### config.mk
export PLATFORM = sky130hd
export DESIGN_NAME = adc_output_pin_mux
export DESIGN_NICKNAME = d
export VERILOG_FILES = /design/src/rtl/adc_pin_mux_pkg.sv /design/src/rtl/serial_shifter.sv /design/src/rtl/adc_output_pin_mux.sv
export SDC_FILE = /design/constraint.sdc
export NUM_CORES = 1
export LEC_CHECK = 0
export ABC_AREA = 1
export BUFFER_PORTS_ARGS = -buffer_cell sky130_fd_sc_hd__buf_4
export CELL_PAD_IN_SITES_DETAIL_PLACEMENT = 0
export CELL_PAD_IN_SITES_GLOBAL_PLACEMENT = 1
export CORE_ASPECT_RATIO = 0.75
export CORE_MARGIN = 2
export CORE_UTILIZATION = 43
export DETAILED_ROUTE_END_ITERATION = 10
export GPL_TIMING_DRIVEN = 1
export PLACE_DENSITY_LB_ADDON = 0.12
export SYNTH_ARGS = -nofsm -noshare
export SYNTH_HDL_FRONTEND = slang
export SYNTH_HIERARCHICAL = 1
export SYNTH_SLANG_ARGS = --single-unit
### constraint.sdc
create_clock -name core_clk -period 3.1 [get_ports core_clk]
set_input_delay 0.31 -clock core_clk [delete_from_list [all_inputs] [get_ports core_clk]]
set_output_delay 0.31 -clock core_clk [all_outputs]
set_load 0.01 [all_outputs]
### src/rtl/adc_pin_mux_pkg.sv
// Shared widths, bit positions and reset values for the output pin mux
package adc_pin_mux_pkg;
  localparam int unsigned RESULT_W  = 14;
  localparam int unsigned BUS_W     = 16;
  localparam int unsigned HALF_W    = 7;
  localparam int unsigned OS_W      = 3;
  localparam int unsigned SIGN_BIT  = 13;
  localparam int unsigned EXT_W     = BUS_W - RESULT_W;
  localparam int unsigned BIT7_POS  = 7;
  localparam int unsigned BIT8_POS  = 8;
  localparam int unsigned UPPER_LSB = 9;
  localparam logic [BUS_W-1:0]  WORD_RESET = 16'h0000;
  localparam logic [OS_W-1:0]   OS_RESET   = 3'h0;
  localparam logic [HALF_W-1:0] HALF_ZERO  = 7'h00;
endpackage : adc_pin_mux_pkg

### src/rtl/serial_shifter.sv
// Two-lane serial shift register behind the shared serial output pins
`timescale 1ns/1ps
module serial_shifter (
  input  wire logic                                 core_clk,
  input  wire logic                                 reset_n,
  input  wire logic                                 clkEn,
  input  wire logic                                 loadWord,
  input  wire logic                                 shiftBit,
  input  wire logic [adc_pin_mux_pkg::BUS_W-1:0]    wordA,
  input  wire logic [adc_pin_mux_pkg::BUS_W-1:0]    wordB,
  output logic                                      serialA,
  output logic                                      serialB
);
  logic [adc_pin_mux_pkg::BUS_W-1:0] shA_q;
  logic [adc_pin_mux_pkg::BUS_W-1:0] shB_q;

  // Load puts the MSB out first; each shift moves the next bit up
  always_ff @(posedge core_clk or negedge reset_n) begin
    if (!reset_n) begin
      shA_q <= adc_pin_mux_pkg::WORD_RESET;
      shB_q <= adc_pin_mux_pkg::WORD_RESET;
    end else if (clkEn) begin
      if (loadWord) begin
        shA_q <= wordA;
        shB_q <= wordB;
      end else if (shiftBit) begin
        shA_q <= {shA_q[adc_pin_mux_pkg::BUS_W-2:0], 1'b0};
        shB_q <= {shB_q[adc_pin_mux_pkg::BUS_W-2:0], 1'b0};
      end
    end
  end

  assign serialA = shA_q[adc_pin_mux_pkg::BUS_W-1];
  assign serialB = shB_q[adc_pin_mux_pkg::BUS_W-1];

  // A shift without a load must bring the next bit up to both pins
  chk_shift_moves: assert property (
    @(posedge core_clk) disable iff (!reset_n)
    clkEn && shiftBit && !loadWord
      |=> serialA == $past(shA_q[adc_pin_mux_pkg::BUS_W-2])
        && serialB == $past(shB_q[adc_pin_mux_pkg::BUS_W-2]))
    else $error("serial shift did not advance");
endmodule : serial_shifter

### src/rtl/adc_output_pin_mux.sv
// Output data pin mux: three-state parallel bus or two serial outputs
`timescale 1ns/1ps
module adc_output_pin_mux (
  input  wire logic                                    core_clk,
  input  wire logic                                    reset_n,
  input  wire logic                                    clkEn,
  input  wire logic                                    interface_select,
  input  wire logic                                    chipSelect_n,
  input  wire logic                                    readOrSclk_n,
  input  wire logic [adc_pin_mux_pkg::OS_W-1:0]        oversample_ratio_sel,
  output logic      [adc_pin_mux_pkg::OS_W-1:0]        oversampleRatio,
  input  wire logic                                    resultLoad,
  input  wire logic [adc_pin_mux_pkg::RESULT_W-1:0]    resultA,
  input  wire logic [adc_pin_mux_pkg::RESULT_W-1:0]    resultB,
  output logic      [adc_pin_mux_pkg::HALF_W-1:0]      par_bus_upper,
  output logic                                         parBusUpperOe,
  output logic      [adc_pin_mux_pkg::HALF_W-1:0]      par_bus_lower,
  output logic                                         parBusLowerOe,
  output logic                                         bit7_or_serial_out_a,
  output logic                                         bit7Oe,
  output logic                                         bit8_or_serial_out_b,
  output logic                                         bit8Oe
);
  logic [adc_pin_mux_pkg::OS_W-1:0]  ratio_q;
  logic [adc_pin_mux_pkg::BUS_W-1:0] wordA_q;
  logic [adc_pin_mux_pkg::BUS_W-1:0] wordB_q;
  logic                              csPrev_q;
  logic                              sclkPrev_q;
  logic                              parRead;
  logic                              serFrame;
  logic                              csFall;
  logic                              sclkRise;
  logic                              serA;
  logic                              serB;

  // Overview: one held word per lane; word A feeds both pin modes, word B serial only. Parallel mode
  // drives the held A word onto all sixteen lines only during a read;
  // serial mode loads both words into the shifter on the chip-select
  // fall and steps them out on each sampled serial clock rise.
  // Limitation: strobes are sampled, so each serial clock level must
  // last at least one core clock; faster host clocks lose bits.

  // Bit positions used by the checks below, named once here
  localparam int unsigned TOP_POS  = adc_pin_mux_pkg::BUS_W - 1;
  localparam int unsigned SIGN_POS = adc_pin_mux_pkg::SIGN_BIT;
  localparam int unsigned B7_POS   = adc_pin_mux_pkg::BIT7_POS;
  localparam int unsigned B8_POS   = adc_pin_mux_pkg::BIT8_POS;
  localparam int unsigned LOW_TOP  = adc_pin_mux_pkg::HALF_W - 1;
  localparam int unsigned EXT_TOP  = adc_pin_mux_pkg::HALF_W - 1;
  localparam int unsigned EXT_MID  = EXT_TOP - 1;
  localparam int unsigned EXT_SIGN = SIGN_POS - adc_pin_mux_pkg::UPPER_LSB;

  // Ratio code held as a plain three-bit field, MSB first
  always_ff @(posedge core_clk or negedge reset_n) begin
    if (!reset_n) begin
      ratio_q <= adc_pin_mux_pkg::OS_RESET;
    end else if (clkEn) begin
      ratio_q <= oversample_ratio_sel;
    end
  end
  assign oversampleRatio = ratio_q;

  // Results arrive two's complement; widening copies the sign bit up
  always_ff @(posedge core_clk or negedge reset_n) begin
    if (!reset_n) begin
      wordA_q <= adc_pin_mux_pkg::WORD_RESET;
      wordB_q <= adc_pin_mux_pkg::WORD_RESET;
    end else if (clkEn && resultLoad) begin
      wordA_q <= {{adc_pin_mux_pkg::EXT_W{resultA[adc_pin_mux_pkg::SIGN_BIT]}},
                  resultA};
      wordB_q <= {{adc_pin_mux_pkg::EXT_W{resultB[adc_pin_mux_pkg::SIGN_BIT]}},
                  resultB};
    end
  end

  // Edge history of the host strobes; inputs are already synchronous
  always_ff @(posedge core_clk or negedge reset_n) begin
    if (!reset_n) begin
      csPrev_q   <= 1'b1;
      sclkPrev_q <= 1'b1;
    end else if (clkEn) begin
      csPrev_q   <= chipSelect_n;
      sclkPrev_q <= readOrSclk_n;
    end
  end

  // Frame and edge decode; a load on the chip-select fall beats a shift
  assign parRead  = !interface_select && !chipSelect_n && !readOrSclk_n;
  assign serFrame = interface_select && !chipSelect_n;
  assign csFall   = interface_select && csPrev_q && !chipSelect_n;
  assign sclkRise = serFrame && !sclkPrev_q && readOrSclk_n;

  serial_shifter u_shifter (
    .core_clk (core_clk),
    .reset_n  (reset_n),
    .clkEn    (clkEn),
    .loadWord (csFall),
    .shiftBit (sclkRise),
    .wordA    (wordA_q),
    .wordB    (wordB_q),
    .serialA  (serA),
    .serialB  (serB)
  );

  // Parallel data comes straight from the held word; parallel lines unused
  // in serial mode are released, the board grounds them
  assign par_bus_upper = interface_select ? adc_pin_mux_pkg::HALF_ZERO
    : wordA_q[adc_pin_mux_pkg::BUS_W-1:adc_pin_mux_pkg::UPPER_LSB];
  assign par_bus_lower = interface_select ? adc_pin_mux_pkg::HALF_ZERO
    : wordA_q[adc_pin_mux_pkg::HALF_W-1:0];
  assign bit7_or_serial_out_a = interface_select ? serA
    : wordA_q[adc_pin_mux_pkg::BIT7_POS];
  assign bit8_or_serial_out_b = interface_select ? serB
    : wordA_q[adc_pin_mux_pkg::BIT8_POS];

  // Enables: parallel lines only during a read, else released for sharing
  assign parBusUpperOe = parRead;
  // Released lower lines in serial mode rely on the board grounding them;
  // driving zeros there would fight that tie, so the enable stays low
  assign parBusLowerOe = parRead;
  assign bit7Oe        = parRead || serFrame;
  assign bit8Oe        = parRead || serFrame;

  // Ratio code follows its pins one enabled cycle later
  chk_ratio_follow: assert property (
    @(posedge core_clk) disable iff (!reset_n)
    clkEn |=> oversampleRatio == $past(oversample_ratio_sel))
    else $error("ratio select not followed");

  // A frozen clock enable must hold the ratio code as well
  chk_ratio_freeze: assert property (
    @(posedge core_clk) disable iff (!reset_n)
    !clkEn |=> $stable(oversampleRatio))
    else $error("ratio changed while frozen");

  // Top two parallel lines always mirror the sign line
  chk_sign_copies: assert property (
    @(posedge core_clk) disable iff (!reset_n)
    !interface_select |-> par_bus_upper[EXT_TOP] == par_bus_upper[EXT_SIGN]
      && par_bus_upper[EXT_MID] == par_bus_upper[EXT_SIGN])
    else $error("upper lines not sign extended");

  // A fresh result lands on the upper lines with its sign copied up;
  // the mode must stay parallel for the lines to show the word at all
  chk_result_sign: assert property (
    @(posedge core_clk) disable iff (!reset_n)
    clkEn && resultLoad && !interface_select ##1 !interface_select
      |-> par_bus_upper[EXT_TOP] == $past(resultA[SIGN_POS])
        && par_bus_upper[EXT_SIGN:0]
          == $past(resultA[SIGN_POS:adc_pin_mux_pkg::UPPER_LSB]))
    else $error("loaded result not on upper lines");

  // The rest of the word lands on the lower lines and the shared pins
  chk_lower_bits: assert property (
    @(posedge core_clk) disable iff (!reset_n)
    clkEn && resultLoad && !interface_select ##1 !interface_select
      |-> par_bus_lower == $past(resultA[LOW_TOP:0])
        && bit7_or_serial_out_a == $past(resultA[B7_POS])
        && bit8_or_serial_out_b == $past(resultA[B8_POS]))
    else $error("loaded result not on lower lines");

  // Held word stays put while the clock enable is low
  chk_word_freeze: assert property (
    @(posedge core_clk) disable iff (!reset_n)
    !clkEn && !interface_select ##1 !interface_select
      |-> $stable(par_bus_upper) && $stable(par_bus_lower))
    else $error("held word changed while frozen");

  // Both strobes low in parallel mode opens every data line
  chk_par_drive: assert property (
    @(posedge core_clk) disable iff (!reset_n)
    !interface_select && !chipSelect_n && !readOrSclk_n
      |-> parBusUpperOe && parBusLowerOe && bit7Oe && bit8Oe)
    else $error("parallel read not driven");

  // Shared pins carry result bits 7 and 8 during a read
  chk_shared_bits: assert property (
    @(posedge core_clk) disable iff (!reset_n)
    parRead |-> bit7_or_serial_out_a == wordA_q[B7_POS]
      && bit8_or_serial_out_b == wordA_q[B8_POS])
    else $error("shared pins carry wrong bits");

  // Either strobe high leaves the bus free for other agents
  chk_par_release: assert property (
    @(posedge core_clk) disable iff (!reset_n)
    !interface_select && (chipSelect_n || readOrSclk_n)
      |-> !parBusUpperOe && !parBusLowerOe && !bit7Oe && !bit8Oe)
    else $error("bus driven outside a read");

  // Shared pins are released whenever neither a read nor a frame runs
  chk_idle_release: assert property (
    @(posedge core_clk) disable iff (!reset_n)
    !parRead && !serFrame |-> !bit7Oe && !bit8Oe)
    else $error("shared pins driven while idle");

  // Serial mode drives only the two shared pins, and only in a frame
  chk_serial_pins: assert property (
    @(posedge core_clk) disable iff (!reset_n)
    interface_select |-> !parBusUpperOe && !parBusLowerOe
      && bit7Oe == !chipSelect_n && bit8Oe == !chipSelect_n)
    else $error("serial mode pin enables wrong");

  // Unused parallel values sit at zero so a grounded line never differs
  chk_serial_zero: assert property (
    @(posedge core_clk) disable iff (!reset_n)
    interface_select |-> par_bus_upper == adc_pin_mux_pkg::HALF_ZERO
      && par_bus_lower == adc_pin_mux_pkg::HALF_ZERO)
    else $error("unused lines not at zero");

  // The chip-select fall puts both sign bits on the pins next cycle
  chk_serial_msb: assert property (
    @(posedge core_clk) disable iff (!reset_n)
    clkEn && csFall |=> bit7_or_serial_out_a == $past(wordA_q[TOP_POS])
      && bit8_or_serial_out_b == $past(wordB_q[TOP_POS]))
    else $error("MSB not presented after frame start");

  // A frozen shifter keeps its current bit on the serial pins
  chk_serial_hold: assert property (
    @(posedge core_clk) disable iff (!reset_n)
    interface_select && !clkEn ##1 interface_select
      |-> $stable(bit7_or_serial_out_a) && $stable(bit8_or_serial_out_b))
    else $error("serial bit moved while frozen");
endmodule : adc_output_pin_mux

==> impl_metrics.toml <==
[drt]
wl_um = 7500
antenna_left = 0
dr.first_iter.drc_count = 270
wl_per_cell_um = 13.2
drc = 0
via_per_inst = 4.55
first_pass_iters = 4
vias = 2595

[floorplan]
dieArea_um2 = 8020
pin_count = 61
rows = 26
die_w_um = 103
coreArea_um2 = 6930
die_h_um = 78.0
start_util_pct = 45.4

[finish]
antenna_cells_inserted = 0
drive_above_1_share_pct = 17.6
multi_input_area_um2 = 1220
area_growth_pct = 17.8
seq_area_um2 = 1630
final_common_cell = "nand2_1"
fill_cells = 711
nNetsFinal = 506
mostFrequentLayoutCells = "nand2_1 (254), dfrtp_1 (63), buf_4 (62)"

[timing]
whs_ps = 64.3
setup_violations = 0
slew_headroom_pct = 37.7
rsz0062_at_grt = "false"
post-route-period-util_pct = 56.3
worst_pin_slew_ps = 934
hold_viol = 0
setup_tns_ps = 0
finalMaxSlewViolations = 0
fmax_mhz = 573
final.min_clock_period_ps = 1750
clock_skew_ps = 7.25

[synthesis]
syn-instance-count = 423
syn_area_um2 = 3140
yosysWarnings = 6
synth_top_area_share_pct = 50.2
ys_seq_area_share_pct = 51.8
syn-num-nets = 461
ys_top_cells_by_area = "dfrtp_1 (50%), nand2_1 (30%), nand3_1 (4.8%)"
yosys_register_bits = 65
syn_avg_cell_area_um2 = 7.43
yosysUniqueCellTypes = 17
yosys.area.top_type = "dfrtp_1"

[cts]
cts.clk_slew.worst_paths_ps = 70
postCtsSetupRepairBufs = 0
cts_resized = 0
cts_sinks = 65
ctsHoldBuffers = 0
h-tree-depth = 3
insertion_delay_ps = 340
root_buffer = "clkbuf_8"
cts-buffers-inserted = 9
cts_tree = "done"
clock_path_buffers = 2

[setup_path]
r2r_end = "u_shifter/shB_q[11]$_DFFE_PN0P_"
startpoint_type = "flip-flop"
r2r-start = "csPrev_q$_DFFE_PN1P_"
critPathLaunch = "csPrev_q$_DFFE_PN1P_"
crit_end = "u_shifter/shB_q[11]$_DFFE_PN0P_"
r2r_setup_slack_ps = 1350
cpMaxStageDelayCell = "dfstp_2"
slowest_delay_ps = 510
critPathKind = "flip-flop to flip-flop"
crit_path_end_kind = "flip-flop"
cp_max_fo = 34
cp_cell_sequence = "inv_1 > nor2_2 > buf_4 > nor2_1 > nor2_2 > buf_4 > nand2_1 > nand2_1"
cp.required_ps = 3370
worstPathArrival_ps = 2020
reg2regPathDepth = 8

[status]
status = "completed"

[placement]
place_congestion = 0.745
dp.final_hpwl_um = 4840
portBuffers = 60

[grt]
grt_pass1_vias = 2417
grt_max_degree = 66
grtUsageTotal_pct = 20.7
antenna_found_initial = 0
gr-total-overflow = 0
grt_first_pass_wirelength_um = 12600

[run]
cap_violations = 0

[power_and_ir_drop]
power.density_nw_per_um2 = 586
p_leak_nw = 2.15
vdd_drop_max_mv = 0.189

[worst_hold_path]
min-delay-path-class = "primary input to asynchronous set/reset pin"
## report_power, final
group          leakage (nW)  total [mW]  switching [mW]  internal, mW
clock network        0.0915       0.667           0.316         0.351
logic                  1.22       0.396           0.224         0.172
registers             0.837        1.11           0.106          1.00
total                  2.15        2.17           0.645          1.52
## routing by layer
metal  wire, µm  up-vias  track usage [%]
met1       4270     1178             35.6
met2       2840       65             24.2
met5          0        -                0
met3        362        2             5.61
met4         28        0             6.00
li1           -     1350                -
## flip-flops by register name, indices dropped and copies added, names as in the netlist
register / cells
csPrev_q: 1
u_shifter/shA_q: 16
sclkPrev_q: 1
u_shifter/shB_q: 16
oversampleRatio: 3
wordA_q: 14
wordB_q: 14
## worst min path at each step
stage,from,end
after floorplan,reset_n,oversampleRatio[0]$_DFFE_PN0P_
after global placement,wordB_q[12]$_DFFE_PN0P_,wordB_q[12]$_DFFE_PN0P_
after detailed placement,reset_n,u_shifter/shA_q[11]$_DFFE_PN0P_
after CTS,reset_n,u_shifter/shB_q[14]$_DFFE_PN0P_
after global routing,reset_n,u_shifter/shB_q[14]$_DFFE_PN0P_
final,reset_n,u_shifter/shA_q[11]$_DFFE_PN0P_
## worst max-delay path, delay by kind of cell (launching register included)
| family | cells | cell delay (ps) |
|---|---|---|
| buffers and inverters | 3 | 700 |
| flip-flops | 1 | 510 |
| AND/OR/NAND/NOR | 5 | 460 |
## per-stage QoR
stage          total power [mW]  std cells  util (%)  area [µm²]  worst slack [ps]
6_report                   2.17        570      53.4        3700              1350
3_5_place_dp               1.52        555      50.8        3520              1190
3_3_place_gp               1.51        555      50.8        3520              1230
2_1_floorplan              1.36        423         -        3140              1760
4_1_cts                    2.20        570      53.4        3700              1340
5_1_grt                    2.32        570      53.4        3700              1190
## cell type report
class	instances	area share, %
flip-flops and latches	65	44.0
repair buffers	62	12.6
clock inverters	2	0.338
well taps	98	3.31
multi-input cells	309	33.1
clock buffers	13	4.56
inverters	21	2.13
## cells by family after synthesis
group,count (synthesis),share of synthesized area (%)
flip-flops,65,51.8
AND/OR/NAND/NOR,302,37.4
AO/OA/AOI/OAI,7,1.47
buffers and inverters,49,9.27
## synthesized netlist by cell type
master	number
buf_2	7
a21oi_1	1
dfstp_2	2
nor2_2	1
buf_6	6
o21ai_4	1
inv_1	20
clkbuf_2	1
nand2_2	1
o21ai_0	5
clkbuf_4	1
nand2_1	254
dfrtp_1	63
nor2_1	16
nand3_1	30
buf_4	13
inv_2	1
No activity file was read; power rests on OpenSTA's default activity.
